File: src/fotc_pkg.sv
package fotc_pkg;

  // Timebase
  localparam int unsigned CLK_HZ        = 20_000_000;
  localparam int unsigned TICK_MS       = 10;
  localparam int unsigned TICK_CYC_DEF  = CLK_HZ / 1000 * TICK_MS;
  localparam int unsigned MINUTE_MS     = 60_000;
  localparam int unsigned MIN_TICKS_DEF = MINUTE_MS / TICK_MS;

  // Widths
  localparam int unsigned FUNC_W = 32;
  localparam int unsigned PIN_W  = FUNC_W + 5;
  localparam int unsigned NCH    = 3;

  // Register offsets
  localparam logic [3:0] REG_TRIP_MASK  = 4'h0;
  localparam logic [3:0] REG_FUNC_SEL   = 4'h1;
  localparam logic [3:0] REG_POLARITY   = 4'h2;
  localparam logic [3:0] REG_GEN_ON     = 4'h3;
  localparam logic [3:0] REG_GEN_OFF    = 4'h4;
  localparam logic [3:0] REG_TRIP_ON    = 4'h5;
  localparam logic [3:0] REG_TRIP_OFF   = 4'h6;
  localparam logic [3:0] REG_TIME_CLR   = 4'h7;
  localparam logic [3:0] REG_FAN_CLR    = 4'h8;
  localparam logic [3:0] REG_ON_TIME    = 4'h9;
  localparam logic [3:0] REG_RUN_TIME   = 4'ha;
  localparam logic [3:0] REG_FAN_TIME   = 4'hb;
  localparam logic [3:0] REG_STATUS     = 4'hc;

  // Field positions
  localparam int unsigned MASK_LOW_V    = 0;
  localparam int unsigned MASK_OTHER    = 1;
  localparam int unsigned MASK_RESTART  = 2;
  localparam int unsigned CH_FIRST_RELAY_OUTPUT     = 0;
  localparam int unsigned CH_RELAY2     = 1;
  localparam int unsigned CH_OC         = 2;
  localparam int unsigned PIN_LOW_V     = FUNC_W;
  localparam int unsigned PIN_RUN       = FUNC_W + 3;
  localparam int unsigned PIN_FAN       = FUNC_W + 4;

  // Reset values and codes
  localparam logic [2:0]  TRIP_MASK_RST = 3'h2;
  localparam logic [2:0]  POLARITY_RST  = 3'h0;
  localparam logic [7:0]  SEL_TRIP      = 8'h1c;
  localparam logic [7:0]  SEL_FIRST_RELAY_OUTPUT_RST = 8'h1c;
  localparam logic [7:0]  SEL_RELAY2_RST = 8'h0e;
  localparam logic [7:0]  SEL_OC_RST    = 8'h01;
  localparam logic [15:0] DELAY_RST     = 16'h0000;

  // Calendar limits
  localparam logic [5:0] MIN_LAST   = 6'h3b;
  localparam logic [4:0] HOUR_LAST  = 5'h17;
  localparam logic [4:0] DAY_LAST   = 5'h1e;
  localparam logic [3:0] MONTH_LAST = 4'hc;

  typedef struct packed {
    logic [7:0] year;
    logic [3:0] month;
    logic [4:0] day;
    logic [4:0] hour;
    logic [5:0] minute;
  } fotc_time_t;

  typedef struct packed {
    logic        active;
    logic [15:0] cnt;
  } fotc_chan_t;

  typedef struct packed {
    logic [PIN_W-1:0] s1;
    logic [PIN_W-1:0] s2;
    logic [PIN_W-1:0] s3;
    logic [PIN_W-1:0] pins;
    logic [2:0]       trip_mask;
    logic [7:0]       sel_r1;
    logic [7:0]       sel_r2;
    logic [7:0]       sel_oc;
    logic [2:0]       polarity;
    logic [15:0]      gen_on;
    logic [15:0]      gen_off;
    logic [15:0]      trip_on;
    logic [15:0]      trip_off;
    logic [23:0]      tick_cnt;
    logic [12:0]      min_cnt;
    fotc_chan_t [NCH-1:0] chan;
    logic [NCH-1:0]   contact;
    fotc_time_t       on_time;
    fotc_time_t       run_time;
    fotc_time_t       fan_time;
    logic [31:0]      rdata;
  } fotc_state_t;

endpackage

File: src/fotc_output_ctrl.sv
`timescale 1ns/1ps
// Operation
// A three-bit trip mask picks low-voltage trips (bit 0), other trips (bit 1), restart failure (bit 2).
// An output whose selector holds the trip code goes active on a qualifying trip.
// A trip-assigned output turns on only after the trip on-delay, default zero.
// A trip-assigned output turns off only after the trip off-delay once the trip clears.
// A general output turns on only after the general on-delay from its condition rising.
// A general output turns off only after the general off-delay from its condition falling.
// On and off delays are held and applied independently.
// General delays serve both relays and the open collector unless set to trip.
// Polarity bit 0 gives a normally open contact, 1 a normally closed one, reset zero.
// Polarity bit 0 is the first relay, the open collector sits in a higher bit.
// Power-on, run and fan totals count minutes as year, month, day, hour, minute from zero.
// Power-on time always advances, run time only while running.
// Writing 1 to the time clear zeroes power-on and run time.
// Fan time advances only while the fan runs and writing 1 to fan clear zeroes it.
// Delay timers count a 10 ms tick divided from the system clock.
// Polarity is applied after the delay stage.
module fotc_output_ctrl #(
  parameter int unsigned TICK_CYCLES = fotc_pkg::TICK_CYC_DEF,
  parameter int unsigned MIN_TICKS   = fotc_pkg::MIN_TICKS_DEF
) (
  // Clock and reset
  input  wire logic                        clk_sys_in,
  input  wire logic                        reset_n_in,
  // Register port
  input  wire logic [3:0]                  reg_addr_in,
  input  wire logic [31:0]                 reg_wdata_in,
  input  wire logic                        reg_wr_in,
  input  wire logic                        reg_rd_in,
  output logic      [31:0]                 reg_rdata_out,
  // Drive conditions, asynchronous
  input  wire logic [fotc_pkg::FUNC_W-1:0] gen_func_in,
  input  wire logic                        low_volt_trip_in,
  input  wire logic                        other_trip_in,
  input  wire logic                        restart_fail_in,
  input  wire logic                        running_in,
  input  wire logic                        fan_running_in,
  // Contacts, 1 = closed
  output logic                             first_relay_output_out,
  output logic                             second_relay_output_out,
  output logic                             open_collector_output_out
);

  fotc_pkg::fotc_state_t r;
  fotc_pkg::fotc_state_t next_r;

  function automatic fotc_pkg::fotc_time_t inc_time(input fotc_pkg::fotc_time_t t);
    fotc_pkg::fotc_time_t n;
    n = t;
    if (t.minute != fotc_pkg::MIN_LAST) begin
      n.minute = t.minute + 6'h01;
    end else begin
      n.minute = 6'h00;
      if (t.hour != fotc_pkg::HOUR_LAST) begin
        n.hour = t.hour + 5'h01;
      end else begin
        n.hour = 5'h00;
        if (t.day != fotc_pkg::DAY_LAST) begin
          n.day = t.day + 5'h01;
        end else begin
          n.day = 5'h00;
          if (t.month != fotc_pkg::MONTH_LAST) begin
            n.month = t.month + 4'h1;
          end else begin
            n.month = 4'h0;
            n.year  = t.year + 8'h01;
          end
        end
      end
    end
    return n;
  endfunction

  function automatic logic wr_hit(input logic [3:0] a);
    return reg_wr_in && (reg_addr_in == a);
  endfunction

  logic                        tick;
  logic                        minute;
  logic [2:0]                  trips;
  logic                        fault;
  logic [fotc_pkg::NCH-1:0]    target;
  logic [fotc_pkg::NCH-1:0]    is_trip;
  logic [7:0]                  sel [fotc_pkg::NCH];
  logic [15:0]                 dly;
  logic [fotc_pkg::NCH-1:0]    next_active;

  always_comb begin
    next_r = r;
    // Change accepted only once the second and third stages agree
    next_r.s1 = {fan_running_in, running_in, restart_fail_in, other_trip_in,
                 low_volt_trip_in, gen_func_in};
    next_r.s2 = r.s1;
    next_r.s3 = r.s2;
    for (int i = 0; i < fotc_pkg::PIN_W; i++) begin
      if (r.s2[i] == r.s3[i]) begin
        next_r.pins[i] = r.s3[i];
      end
    end

    // 10 ms timebase and minute tick
    tick = (r.tick_cnt == 24'(TICK_CYCLES - 1));
    next_r.tick_cnt = tick ? 24'h000000 : r.tick_cnt + 24'h000001;
    minute = tick && (r.min_cnt == 13'(MIN_TICKS - 1));
    if (tick) begin
      next_r.min_cnt = minute ? 13'h0000 : r.min_cnt + 13'h0001;
    end

    // Trip qualification
    trips = r.pins[fotc_pkg::PIN_LOW_V +: 3];
    fault = |(trips & r.trip_mask);

    sel[fotc_pkg::CH_FIRST_RELAY_OUTPUT] = r.sel_r1;
    sel[fotc_pkg::CH_RELAY2] = r.sel_r2;
    sel[fotc_pkg::CH_OC]     = r.sel_oc;
    for (int c = 0; c < fotc_pkg::NCH; c++) begin
      is_trip[c] = (sel[c] == fotc_pkg::SEL_TRIP);
      // Unknown selector codes read as an idle condition
      if (is_trip[c]) begin
        target[c] = fault;
      end else if (sel[c] < 8'(fotc_pkg::FUNC_W)) begin
        target[c] = r.pins[sel[c][4:0]];
      end else begin
        target[c] = 1'b0;
      end
      // Trip outputs use only trip delays, others the general pair
      if (is_trip[c]) begin
        dly = target[c] ? r.trip_on : r.trip_off;
      end else begin
        dly = target[c] ? r.gen_on : r.gen_off;
      end
      next_active[c] = r.chan[c].active;
      if (target[c] == r.chan[c].active) begin
        next_r.chan[c].cnt = 16'h0000;
      end else if ((dly == 16'h0000) || (tick && (r.chan[c].cnt + 16'h0001 >= dly))) begin
        next_active[c]     = target[c];
        next_r.chan[c].cnt = 16'h0000;
      end else if (tick) begin
        next_r.chan[c].cnt = r.chan[c].cnt + 16'h0001;
      end
      next_r.chan[c].active = next_active[c];
      // Form A closes when active, form B opens
      next_r.contact[c] = next_active[c] ^ r.polarity[c];
    end

    // Operating time totals
    if (minute) begin
      next_r.on_time = inc_time(r.on_time);
      if (r.pins[fotc_pkg::PIN_RUN]) begin
        next_r.run_time = inc_time(r.run_time);
      end
      if (r.pins[fotc_pkg::PIN_FAN]) begin
        next_r.fan_time = inc_time(r.fan_time);
      end
    end
    // Clear beats a coinciding minute step so the total reads zero
    if (wr_hit(fotc_pkg::REG_TIME_CLR) && reg_wdata_in[0]) begin
      next_r.on_time  = '0;
      next_r.run_time = '0;
    end
    if (wr_hit(fotc_pkg::REG_FAN_CLR) && reg_wdata_in[0]) begin
      next_r.fan_time = '0;
    end

    // Register writes
    if (wr_hit(fotc_pkg::REG_TRIP_MASK)) begin
      next_r.trip_mask = reg_wdata_in[2:0];
    end
    if (wr_hit(fotc_pkg::REG_FUNC_SEL)) begin
      next_r.sel_r1 = reg_wdata_in[7:0];
      next_r.sel_r2 = reg_wdata_in[15:8];
      next_r.sel_oc = reg_wdata_in[23:16];
    end
    if (wr_hit(fotc_pkg::REG_POLARITY)) begin
      next_r.polarity = reg_wdata_in[2:0];
    end
    if (wr_hit(fotc_pkg::REG_GEN_ON)) begin
      next_r.gen_on = reg_wdata_in[15:0];
    end
    if (wr_hit(fotc_pkg::REG_GEN_OFF)) begin
      next_r.gen_off = reg_wdata_in[15:0];
    end
    if (wr_hit(fotc_pkg::REG_TRIP_ON)) begin
      next_r.trip_on = reg_wdata_in[15:0];
    end
    if (wr_hit(fotc_pkg::REG_TRIP_OFF)) begin
      next_r.trip_off = reg_wdata_in[15:0];
    end

    // Read data stands one cycle only
    next_r.rdata = 32'h00000000;
    if (reg_rd_in) begin
      case (reg_addr_in)
        fotc_pkg::REG_TRIP_MASK: next_r.rdata = {29'h0, r.trip_mask};
        fotc_pkg::REG_FUNC_SEL:  next_r.rdata = {8'h00, r.sel_oc, r.sel_r2, r.sel_r1};
        fotc_pkg::REG_POLARITY:  next_r.rdata = {29'h0, r.polarity};
        fotc_pkg::REG_GEN_ON:    next_r.rdata = {16'h0000, r.gen_on};
        fotc_pkg::REG_GEN_OFF:   next_r.rdata = {16'h0000, r.gen_off};
        fotc_pkg::REG_TRIP_ON:   next_r.rdata = {16'h0000, r.trip_on};
        fotc_pkg::REG_TRIP_OFF:  next_r.rdata = {16'h0000, r.trip_off};
        fotc_pkg::REG_ON_TIME:   next_r.rdata = {4'h0, r.on_time};
        fotc_pkg::REG_RUN_TIME:  next_r.rdata = {4'h0, r.run_time};
        fotc_pkg::REG_FAN_TIME:  next_r.rdata = {4'h0, r.fan_time};
        fotc_pkg::REG_STATUS: begin
          next_r.rdata = {20'h0, r.pins[fotc_pkg::PIN_FAN], r.pins[fotc_pkg::PIN_RUN],
                          trips, fault, r.contact,
                          r.chan[2].active, r.chan[1].active, r.chan[0].active};
        end
        default: next_r.rdata = 32'h00000000;
      endcase
    end
  end

  always_ff @(posedge clk_sys_in or negedge reset_n_in) begin
    if (!reset_n_in) begin
      r           <= '0;
      r.trip_mask <= fotc_pkg::TRIP_MASK_RST;
      r.sel_r1    <= fotc_pkg::SEL_FIRST_RELAY_OUTPUT_RST;
      r.sel_r2    <= fotc_pkg::SEL_RELAY2_RST;
      r.sel_oc    <= fotc_pkg::SEL_OC_RST;
      r.polarity  <= fotc_pkg::POLARITY_RST;
      r.gen_on    <= fotc_pkg::DELAY_RST;
      r.gen_off   <= fotc_pkg::DELAY_RST;
      r.trip_on   <= fotc_pkg::DELAY_RST;
      r.trip_off  <= fotc_pkg::DELAY_RST;
    end else begin
      r <= next_r;
    end
  end

  assign reg_rdata_out             = r.rdata;
  assign first_relay_output_out    = r.contact[fotc_pkg::CH_FIRST_RELAY_OUTPUT];
  assign second_relay_output_out   = r.contact[fotc_pkg::CH_RELAY2];
  assign open_collector_output_out = r.contact[fotc_pkg::CH_OC];

endmodule // fotc_output_ctrl

File: config.mk
export PLATFORM = sky130hd
export DESIGN_NAME = fotc_output_ctrl
export DESIGN_NICKNAME = d
export VERILOG_FILES = /design/src/fotc_pkg.sv /design/src/fotc_output_ctrl.sv
export SDC_FILE = /design/constraint.sdc
export NUM_CORES = 1
export LEC_CHECK = 0
export BUFFER_PORTS_ARGS = -buffer_cell sky130_fd_sc_hd__buf_4
export CAP_MARGIN = 25
export CORE_ASPECT_RATIO = 2
export CORE_MARGIN = 4
export CORE_UTILIZATION = 30
export DETAILED_ROUTE_END_ITERATION = 10
export PLACE_DENSITY = 0.48
export SKIP_LAST_GASP = 1
export SLEW_MARGIN = 0
export SYNTH_ARGS = -nofsm -noshare
export SYNTH_HDL_FRONTEND = slang
export SYNTH_SLANG_ARGS = --single-unit
File: constraint.sdc
create_clock -name clk_sys_in -period 7.95 [get_ports clk_sys_in]
set_clock_uncertainty 0.05 [all_clocks]
set_input_delay 1.1925 -clock clk_sys_in [delete_from_list [all_inputs] [get_ports clk_sys_in]]
set_output_delay 1.1925 -clock clk_sys_in [all_outputs]
set_load 0.02 [all_outputs]
; Yosys cells after proc, flatten, opt, wreduce, memory -nomap -nowiden
; Index checks and enable logic that the tools add are counted.
[classes]
addsub = 20
n_lt_le_gt_ge = 9
n_eq_ne = 81
mux = 69
n_bitwise = 4
n_reduce_logical = 44
[ops]
columns = operator, count
row1 = $pmux W28 S11, 1
row2 = $mux W16, 18
row3 = $mux W28, 4
row4 = $mux W84, 1
row5 = $mux W22, 3
row6 = $mux W56, 1
row7 = $mux W17, 3
row8 = $add A16 B1 Y16 const B, 3
row9 = $ge A16 B16 Y1, 3
row10 = $logic_not A16 Y1, 3
row11 = $eq A1 B1 Y1, 40
row12 = $mux W12, 3
row13 = $add A5 B1 Y5 const B, 6
row14 = $mux W5, 6
row15 = $ne A5 B5 Y1 const B, 6
row16 = $add A24 B1 Y24 const B, 1
row17 = $add A8 B1 Y8 const B, 3
row18 = $eq A24 B18 Y1 const B, 1
row19 = $eq A8 B5 Y1 const B, 3
row20 = $lt A8 B6 Y1 const B, 3
row21 = $mux W24, 1
row22 = $mux W8, 3
row23 = $ne A2 B1 Y1 const B, 12
row24 = $lt A5 B7 Y1 const B, 3
row25 = other kinds (28), 96
[word_totals]
regBits = 449
input_bits = 77
out_inout_bits = 35
word_cells = 301

; Longest topological paths before layout
; Gate-level depths: netlist of run 1.
[depth]
depth_word = 12
ltp_mapped = 22
depth_no_buf = 18

; Least setup slack after synthesis of run 1
; Ideal clock, no wire load.
[synth_path]
kind = reg2reg
from = register r[274] (netlist name)
to = register r[167] (netlist name)
setup_time_ns = 0.065
arrival_ns = 4.828
t_required_ns = 7.835
slack_ns = 3.007
path_stages_with_launch = 21
n_path_buf = 4
period_less_slack_ns = 4.943
cell_sequence = dfstp_2 buf_2 mux4_2 mux2i_1 o211ai_1 o21ai_0 buf_2 o21a_1 clkbuf_1 mux2_2 o21ai_0 ha_1 a21o_1 a21oi_1 nor4b_1 o31ai_1 a221oi_1 nand4_1 clkbuf_1 nand2b_1 nand2_1
[synth_between]
elab_chain_cells = 11
elab_cells_between_ends = 17
cone_classes = order compare (2) / eq/ne (2) / mux (9) / reduce/logical (4)
[synth_lines]
columns = element, line_no
row1 = "start, declared", fotc_output_ctrl.sv:45  ; fotc_pkg::fotc_state_t r;
row2 = "start signal, assigned", fotc_output_ctrl.sv:228  ; r <= next_r;
row3 = $bmux W1 S5, fotc_output_ctrl.sv:123  ; target[c] = r.pins[sel[c][4:0]];
row4 = $mux W1 (implied by the code), fotc_output_ctrl.sv:123
row5 = $mux W1, fotc_output_ctrl.sv:122  ; end else if (sel[c] < 8'(fotc_pkg::FUNC_W)) begin
row6 = $mux W1, fotc_output_ctrl.sv:120  ; if (is_trip[c]) begin
row7 = "$mux W16, on equally long branches", "fotc_output_ctrl.sv:131, fotc_output_ctrl.sv:129"
row8 = $mux W16, fotc_output_ctrl.sv:128  ; if (is_trip[c]) begin
row9 = $ge A16 B16 Y1, fotc_output_ctrl.sv:136  ; end else if ((dly == 16'h0000) || (tick && (r.chan[c].cnt + 16'h0001 >= dly))) begin
row10 = $logic_and A1 B1 Y1, fotc_output_ctrl.sv:136
row11 = $logic_or A1 B1 Y1, fotc_output_ctrl.sv:136
row12 = $mux W16, fotc_output_ctrl.sv:136
row13 = $mux W16, fotc_output_ctrl.sv:134  ; if (target[c] == r.chan[c].active) begin
; Parallel ways exist; a longest one is shown, timed or not. The select of a mux whose other input is x is not followed.
; A chain may end at the register's enable or synchronous reset.

; Final worst setup path of run 1
[layout_path]
from = register r[274] (netlist name)
to = register r[156] (netlist name)
; The elaborated chain is that of the path after synthesis.

==> summary.md, run 1 <==
| Metric | Value |
|---|---|
| M2 GR Usage | 32.9% |
| CTS Sinks | 441 |
| Max incr delay on CP | 0.78 ns |
| CP Data Required Time | 8.41 ns |
| F_max | 162 MHz |
| Fin crit period | 6.16 ns |
| Leakage | 11.5 nW |
| Mux contribution to synthesized area | 12.6% |
| Final Cycle Share | 77.5% |
| Worst hold stages | 0 |
| R2R depth | 16 |
| Hold Fails Final Rpt | 0 |
| Post-DRT Antenna Nets | 0 |
| Clock latency on the worst-skew pair | 0.60 ns |
| I/O pin cnt | 112 |
| Synth cell count leaders | 433 x dfrtp_1, 216 x nand2_1, 150 x mux2_2 |
| Critical Path End Type | register |
| # DRC | 0 |
| All-layer global routing usage | 17.7% |
| Setup TNS | 0 ns |
| Fill cells | 7507 |
| Reg2reg start | r[274] |
| Core Region | 74800 um^2 |
| Xor/xnor share of the synthesized area | 3.18% |
| Crit path kind | register to register |
| Largest family of logic cells by synthesized area | simple AND/OR/NAND/NOR gates |
| Yosys warnings | 0 |
| Initial Utilization | 30.2% |
| TritonCTS clock tree | built |
| Routed WL | 72000 um |
| Antenna violations before repair | 6 |
| RSZ-0062 raised after global routing | no |
| Top cells by area, synth | dfrtp_1 48%, mux2_2 7.5%, ha_1 4.1% |
| Final nets | 2309 |
| Slowest CP cell | dfstp_2 |
| Register area | 11000 um^2 |
| Routability congestion estimate | 0.915 |
| Number of synthesized flops with an enable pin | 0 |
| GR peak layer | met2 |
| Final instance area | 25900 um^2 |
| Final setup viols | 0 |
| Startpoint of the worst hold path | next_r[394] |
| Max clock buf depth | 3 |
| Area Growth Syn to Fin | 14.7% |
| Synth async-reset ratio | 100% |
| CTS root buffer | clkbuf_16 |
| Synthesized area per cell | 10.8 um^2 |
| Simple-Gate Fraction of Synth Area | 14.9% |
| Share of cells above drive strength 1 | 19.0% |
| Vias in the first global route | 17500 |
| Final Power | 6.40 mW |
| Synth Instances | 2099 |
| Pin count of the biggest net entering global routing | 175 |
| CP Cell Sequence | mux4_2 > mux2i_1 > o211ai_1 > o21ai_2 > o21a_1 > mux2_2 > o21ai_0 > ha_1 > a21o_1 > a21oi_1 > nor4b_1 > o31ai_1 > a221oi_1 > nand4_1 > nand2b_1 > nand2_1 |
| Worst slew pin tran | 1.13 ns |
| Min-Delay Endpoint | next_r[357] |
| Site row count | 142 |
| DR vias | 16800 |
| Postcts setup bufs | 0 |
| Post-CTS resize count | 0 |
| I/O Buffers | 98 |
| Length of the first detailed-routing pass in iterations | 6 |
| H-tree depth | 2 |
| Unique masters post-synth | 76 |
| Top cell type's share of synthesized area | 47.9% |
| PD cells | 247 nW/um^2 |
| Final Max Slew Viols | 0 |
| Worst R2R End | r[156] |
| Seq/Total Area, Yosys | 48.9% |
| Chip height | 396 um |
| Width of the die | 202 um |
| Worst-path maximum fanout | 14 |
| M1 GR Usage | 18.7% |
| First-pass GRT wire length | 109000 um |
| Mapped Area | 22600 um^2 |
| R2R Setup Slk | 1.79 ns |
| Synthesis-stage register bit count | 441 |
| Worst EP arrival | 6.62 ns |
| Worst Hold Slack | 0.296 ns |
| Gr ovfl total | 0 |
| Max IR drop VDD | 0.000169 V |
| Max_slew headroom | 24.2% |
| First DRT Iteration DRCs | 1134 |
| Clk slew on worst S/H paths | 0.07 ns |
| Post-DP Area | 24300 um^2 |
| Critical Path Start Type | register |
| Hold WC Path Type | register to register |
| Max cap viols | 0 |
| CTS Hold Bufs | 0 |
| Post-Synth Adder-Cell Area | 5.73% |
| Status | finished clean |
| Most common cell in the netlist | dfrtp_1 |
| Routed len/inst | 22.5 um |
| Detail Placement HPWL | 54200 um |
| Via density | 5.22 |
| Die ar. | 80100 um^2 |
| Num CTS Buffers | 45 |
| Synth Flop Type | dfrtp_1 |
| Multi-input gate area | 10900 um^2 |
| Post-synthesis compound-gate area fraction | 11.5% |
| Synth area leader | dfrtp_1 |
| Met3 Use GR | 2.54% |
[stage by stage]
step / setup WS, ns / instances / utilization [%]
2_1_floorplan: 3.01 / 2102 / -
3_3_place_gp: 1.81 / 3118 / 32.5
3_5_place_dp: 1.81 / 3119 / 32.5
4_1_cts: 1.74 / 3202 / 34.6
5_1_grt: 1.32 / 3202 / 34.6
6_report: 1.79 / 3206 / 34.7
[how the worst max path moves through the flow]
stage | from | end | slack [ns] | cells after the start
finish | r[274] | r[156] | 1.79 | 16
global route | r[274] | r[158] | 1.32 | 16
CTS | r[274] | r[156] | 1.74 | 16
detailed placement | r[274] | r[156] | 1.81 | 16
global placement | r[274] | r[167] | 1.81 | 16
floorplan | r[274] | r[167] | 3.01 | 20
[registers in the layout (all words and copies together), names as in the netlist]
name,cells
r,338
next_r,72
reg_rdata_out,28
first_relay_output_out,1
open_collector_output_out,1
second_relay_output_out,1
[report_power, final]
part	total [mW]	internal, mW	switching [mW]	leakage (nW)
Clock	2.32	1.34	0.982	0.782
Sequential	2.84	2.45	0.395	5.53
Combinational	1.24	0.563	0.676	5.23
[final cells by class]
type | count | share of cell area, %
antenna | 4 | 0.0386
inverter | 32 | 0.463
clock buffer | 58 | 4.88
multi-input combinational | 1510 | 42.0
tap | 1008 | 4.86
sequential | 441 | 42.6
timing repair buffer | 128 | 3.86
clock inverter | 25 | 1.31
[routing by layer]
layer | vias to the layer above | part of all wire (%)
li1 | 7727 | -
met1 | 8356 | 36
met2 | 481 | 53
met3 | 182 | 4.4
met4 | 4 | 6.9
met5 | - | 0.040
[layout by cell type, fill, tap and decap left out, types with 44 or more instances in the layout]
| master | Yosys | routed |
|---|---|---|
| dfrtp_1 | 433 | 433 |
| nand2_1 | 216 | 216 |
| mux2_2 | 150 | 150 |
| buf_4 | 34 | 124 |
| o21ai_0 | 120 | 119 |
| nor2_1 | 116 | 116 |
| nand3_1 | 97 | 97 |
| a21oi_1 | 87 | 87 |
| ha_1 | 74 | 74 |
| mux2i_1 | 71 | 71 |
| a22oi_1 | 57 | 57 |
| clkbuf_16 | 0 | 45 |
| xnor2_1 | 44 | 44 |
[cells by family after synthesis]
kind of cell               Yosys count
AOI/OAI and AO/OA                  399
xor gates and xnor gates            82
adders and majority gates          111
buffers and inverters              151
DFF                                441
muxes                              241
other                                1
and+or+nand+nor                    673
[worst max-delay path: cells and delay by family, from the launching register on]
| family | cells | cell delay [ns] |
|---|---|---|
| adders and majority gates | 1 | 0.32 |
| AOI/OAI and AO/OA | 8 | 2.51 |
| DFF | 1 | 0.78 |
| and+or+nand+nor | 4 | 1.25 |
| muxes | 3 | 1.15 |
No activity file was read; power rests on OpenSTA's default activity.
==> inputs of run 2 (changes only) <==
--- a/config.mk
+++ b/config.mk
@@ -5,13 +5,14 @@
 export SDC_FILE = /design/constraint.sdc
 export NUM_CORES = 1
 export LEC_CHECK = 0
+export ABC_AREA = 1
 export BUFFER_PORTS_ARGS = -buffer_cell sky130_fd_sc_hd__buf_4
 export CAP_MARGIN = 25
 export CORE_ASPECT_RATIO = 2
 export CORE_MARGIN = 4
 export CORE_UTILIZATION = 30
 export DETAILED_ROUTE_END_ITERATION = 10
-export PLACE_DENSITY = 0.48
+export PLACE_DENSITY = 0.49
 export SKIP_LAST_GASP = 1
 export SLEW_MARGIN = 0
 export SYNTH_ARGS = -nofsm -noshare
==> constraint.sdc (replaced) <==
create_clock -name clk_sys_in -period 5.6 [get_ports clk_sys_in]
set_clock_uncertainty 0.05 [all_clocks]
set_input_delay 0.84 -clock clk_sys_in [delete_from_list [all_inputs] [get_ports clk_sys_in]]
set_output_delay 0.84 -clock clk_sys_in [all_outputs]
set_load 0.02 [all_outputs]
==> run 2 against run 1 <==
Compared with the run above: sequential share of layout area decreased by 1.9 points; non-clock buffer count increased by 23; sequential cell count unchanged; critical path type unchanged; critical path depth increased by 14; cell count increased by 29%; maximum frequency increased by 25%; global-route usage increased by 1.0 points; utilization decreased by 0.44 points; worst setup slack got worse by 1.1 ns; critical endpoint is now r[168]; synthesized cell count increased by 42%; area after synthesis increased by 6.0%; clock power increased by 28%.
==> summary.md, run 2 <==
| Metric | Value |
|---|---|
| F_max | 203 MHz (was 162 MHz) |
| H-tree depth | 2 (unchanged) |
| CP delay by family, top | simple AND/OR/NAND/NOR gates (was compound AO/OA/AOI/OAI gates) |
| Post-Route Utilization | 34.2% (was 34.7%) |
| Chip height | 408 um (was 396 um) |
| Max cap viols | 0 (unchanged) |
| Site row count | 146 (was 142) |
| I/O pin cnt | 112 (unchanged) |
| Gr ovfl total | 0 (unchanged) |
| Final Power | 8.74 mW (was 6.40 mW) |
| Critical Path End Type | register (unchanged) |
| Critical Path Start Type | register (unchanged) |
| Post-CTS resize count | 0 (unchanged) |
| Synth Flop Type | dfrtp_1 (unchanged) |
| Yosys warnings | 0 (unchanged) |
| Final Cycle Share | 87.9% (was 77.5%) |
| Max clock buf depth | 3 (unchanged) |
| Vias in the first global route | 20900 (was 17500) |
| CP most frequent cell | nand2_1 |
| Top cell type's share of synthesized area | 45.2% (was 47.9%) |
| Register area | 11000 um^2 (unchanged) |
| Setup WS pre-CTS | 0.465 ns (was 1.81 ns) |
| TritonCTS clock tree | built (unchanged) |
| Worst-path maximum fanout | 18 (was 14) |
| Most used cells in the layout excluding fill and tap cells | 652 x nand2_1, 443 x inv_1, 433 x dfrtp_1 (was 433 x dfrtp_1, 216 x nand2_1, 150 x mux2_2) |
| Clk slew on worst S/H paths | 0.07 ns (about the same) |
| Routability congestion estimate | 0.938 (was 0.915) |
| Clock latency on the worst-skew pair | 0.58 ns (was 0.60 ns) |
| Routed WL | 80300 um (was 72000 um) |
| Setup TNS | 0 ns (unchanged) |
| Final instance area | 27100 um^2 (was 25900 um^2) |
| Sw Share | 34.5% (was 32.1%) |
| Hold Fails Final Rpt | 0 (unchanged) |
| Area Growth Syn to Fin | 13.2% (was 14.7%) |
| Clock Power Share | 34.0% (was 36.2%) |
| Setup WS post-layout | 0.675 ns (was 1.79 ns) |
| Synth area leader | dfrtp_1 (unchanged) |
| Worst Hold Slack | 0.211 ns (was 0.296 ns) |
| Unique masters post-synth | 61 (was 76) |
| Multi-input gate area | 10500 um^2 (was 10900 um^2) |
| # diodes | 0 (was 4) |
| Die ar. | 84700 um^2 (was 80100 um^2) |
| Core Region | 79300 um^2 (was 74800 um^2) |
| Final Max Slew Viols | 0 (unchanged) |
| Buf/Inv on CP | 2 (was 0) |
| Postcts setup bufs | 0 (unchanged) |
| I/O Buffers | 98 (unchanged) |
| Synth async-reset ratio | 100% (unchanged) |
| CP Data Required Time | 6.04 ns (was 8.41 ns) |
| All-layer global routing usage | 18.7% (was 17.7%) |
| Slowest CP cell | dfstp_2 (unchanged) |
| Sequential share of power | 42.3% (was 44.4%) |
| Combinational share of power | 23.7% (was 19.4%) |
| Int Pwr | 5.73 mW (was 4.34 mW) |
| P_sw | 3.01 mW (was 2.05 mW) |
| Pin count of the biggest net entering global routing | 118 (was 175) |
| Synth cell count leaders | 652 x nand2_1, 443 x inv_1, 433 x dfrtp_1 (was 433 x dfrtp_1, 216 x nand2_1, 150 x mux2_2) |
| PD cells | 322 nW/um^2 (was 247 nW/um^2) |
| Max IR drop VDD | 0.000273 V (was 0.000169 V) |
| Status | finished clean (unchanged) |
| First DRT Iteration DRCs | 1544 (was 1134) |
| Leakage | 13.1 nW (was 11.5 nW) |
| Top cells by area, synth | dfrtp_1 45%, nand2_1 10%, inv_1 6.9% (was dfrtp_1 48%, mux2_2 7.5%, ha_1 4.1%) |
| Crit path kind | register to register (unchanged) |
| Detail Placement HPWL | 61300 um (was 54200 um) |
| Via density | 4.96 (was 5.22) |
| Reg2reg start | r[274] (unchanged) |
| Most common cell in the netlist | nand2_1 (was dfrtp_1) |
| Share of cells above drive strength 1 | 9.45% (was 19.0%) |
| Final nets | 3208 (was 2309) |
| Worst R2R End | r[168] (was r[156]) |
| Length of the first detailed-routing pass in iterations | 6 (unchanged) |
| Hold WC Path Type | primary input to async pin (was register to register) |
| CTS root buffer | clkbuf_16 (unchanged) |
| Post-DRT Antenna Nets | 0 (unchanged) |
| Initial Utilization | 30.2% (about the same) |
| Mapped Area | 24000 um^2 (was 22600 um^2) |
| CTS Hold Bufs | 0 (unchanged) |
| Placed Cells | 4049 (was 3119) |
| Worst slew pin tran | 1.08 ns (was 1.13 ns) |
| Max reg flops | 338 (unchanged) |
| R2R Setup Slk | 0.68 ns (was 1.79 ns) |
| Fill cells | 8587 (was 7507) |
| # DRC | 0 (unchanged) |
| Number of synthesized flops with an enable pin | 0 (unchanged) |
| RSZ-0062 raised after global routing | no (unchanged) |
| Layout Cells excl Fill | 4125 (was 3206) |
| Max_slew headroom | 27.7% (was 24.2%) |
| Final setup viols | 0 (unchanged) |
| First-pass GRT wire length | 124000 um (was 109000 um) |
| Synthesis-stage register bit count | 441 (unchanged) |
| Synthesized area per cell | 8.02 um^2 (was 10.8 um^2) |
| Reg with most FFs | r (unchanged) |
| Seq/Total Area, Yosys | 46.1% (was 48.9%) |
| Commonest non-fill, non-tap cell in the layout | nand2_1 (was dfrtp_1) |
| Fin crit period | 4.92 ns (was 6.16 ns) |
| Antenna violations before repair | 0 (was 6) |
| Max incr delay on CP | 0.78 ns (about the same) |
| CTS Sinks | 441 (unchanged) |
| Width of the die | 208 um (was 202 um) |
| Routed len/inst | 19.5 um (was 22.5 um) |
| Synth Instances | 2988 (was 2099) |
| DR vias | 20500 (was 16800) |
| R2R depth | 30 (was 16) |
| Post-DP Area | 25700 um^2 (was 24300 um^2) |
| Num CTS Buffers | 42 (was 45) |
| Worst EP arrival | 5.36 ns (was 6.62 ns) |
==> run 2: cell count changes in the layout (fill, tap and decap cells not counted), sizes merged, moves of 40 or more <==
cell | previous run | this run
o22ai | 3 | 57
nor2 | 116 | 182
o21ai | 122 | 224
nand3 | 98 | 315
inv | 37 | 457
mux2i | 71 | 0
and3 | 41 | 1
mux2 | 150 | 2
xnor2 | 44 | 4
a22oi | 57 | 0
nand2 | 217 | 670
==> run 2: worst reg2reg max path: cells and delay by family, from the launching register on <==
kind / cells / cell delay (ns)
adder cells (fa/ha/maj): 1 / 0.29
AND/OR/NAND/NOR: 20 / 2.22
buffers and inverters: 2 / 0.23
AO/OA/AOI/OAI: 7 / 1.26
flip-flops: 1 / 0.78
==> run 2: cell families after synthesis <==
group | count (synthesis) | share of synthesized area (%)
simple gates | 1319 | 24.8
xor+xnor | 64 | 2.34
buf+inv | 586 | 10.4
mux | 2 | 0.0940
other cells | 1 | 0.0157
fa+ha+maj | 110 | 5.37
flops | 441 | 46.1
compound gates | 465 | 10.9
==> run 2: per-layer routing <==
| metal | wire length (um) | track usage [%] | vias to the layer above |
|---|---|---|---|
| met3 | 2810 | 2.06 | 214 |
| met5 | 0 | 0 | - |
| met1 | 27700 | 18.8 | 9835 |
| met4 | 7090 | 13.5 | 0 |
| met2 | 42700 | 35.3 | 542 |
| li1 | - | - | 9878 |
==> run 2: area by class of cell <==
class | count | area share (%)
Clock inverter | 13 | 0.577
Inverter | 457 | 6.33
Multi-Input combinational cell | 1964 | 38.5
Tap cell | 1036 | 4.78
Clock buffer | 63 | 4.58
Sequential cell | 441 | 40.7
Timing Repair Buffer | 151 | 4.48
==> run 2: worst max path at each step <==
stage,startpoint,endpoint,slack (ns),cells after the start
detailed placement,r[274],r[160],0.46,28
finish,r[274],r[168],0.68,30
global route,r[274],r[168],0.29,30
global placement,r[274],r[168],0.52,28
CTS,r[274],r[168],0.43,28
floorplan,r[274],r[162],1.97,31
==> run 2: power by group through the flow <==
stage | clock network [mW] | logic, mW | registers [mW]
finish | 2.97 | 2.07 | 3.70
detailed placement | 0 | 2.06 | 3.75
global placement | 0 | 2.05 | 3.75
global route | 3.19 | 2.32 | 3.72
floorplan | 0 | 1.37 | 3.63
CTS | 3.09 | 2.07 | 3.69
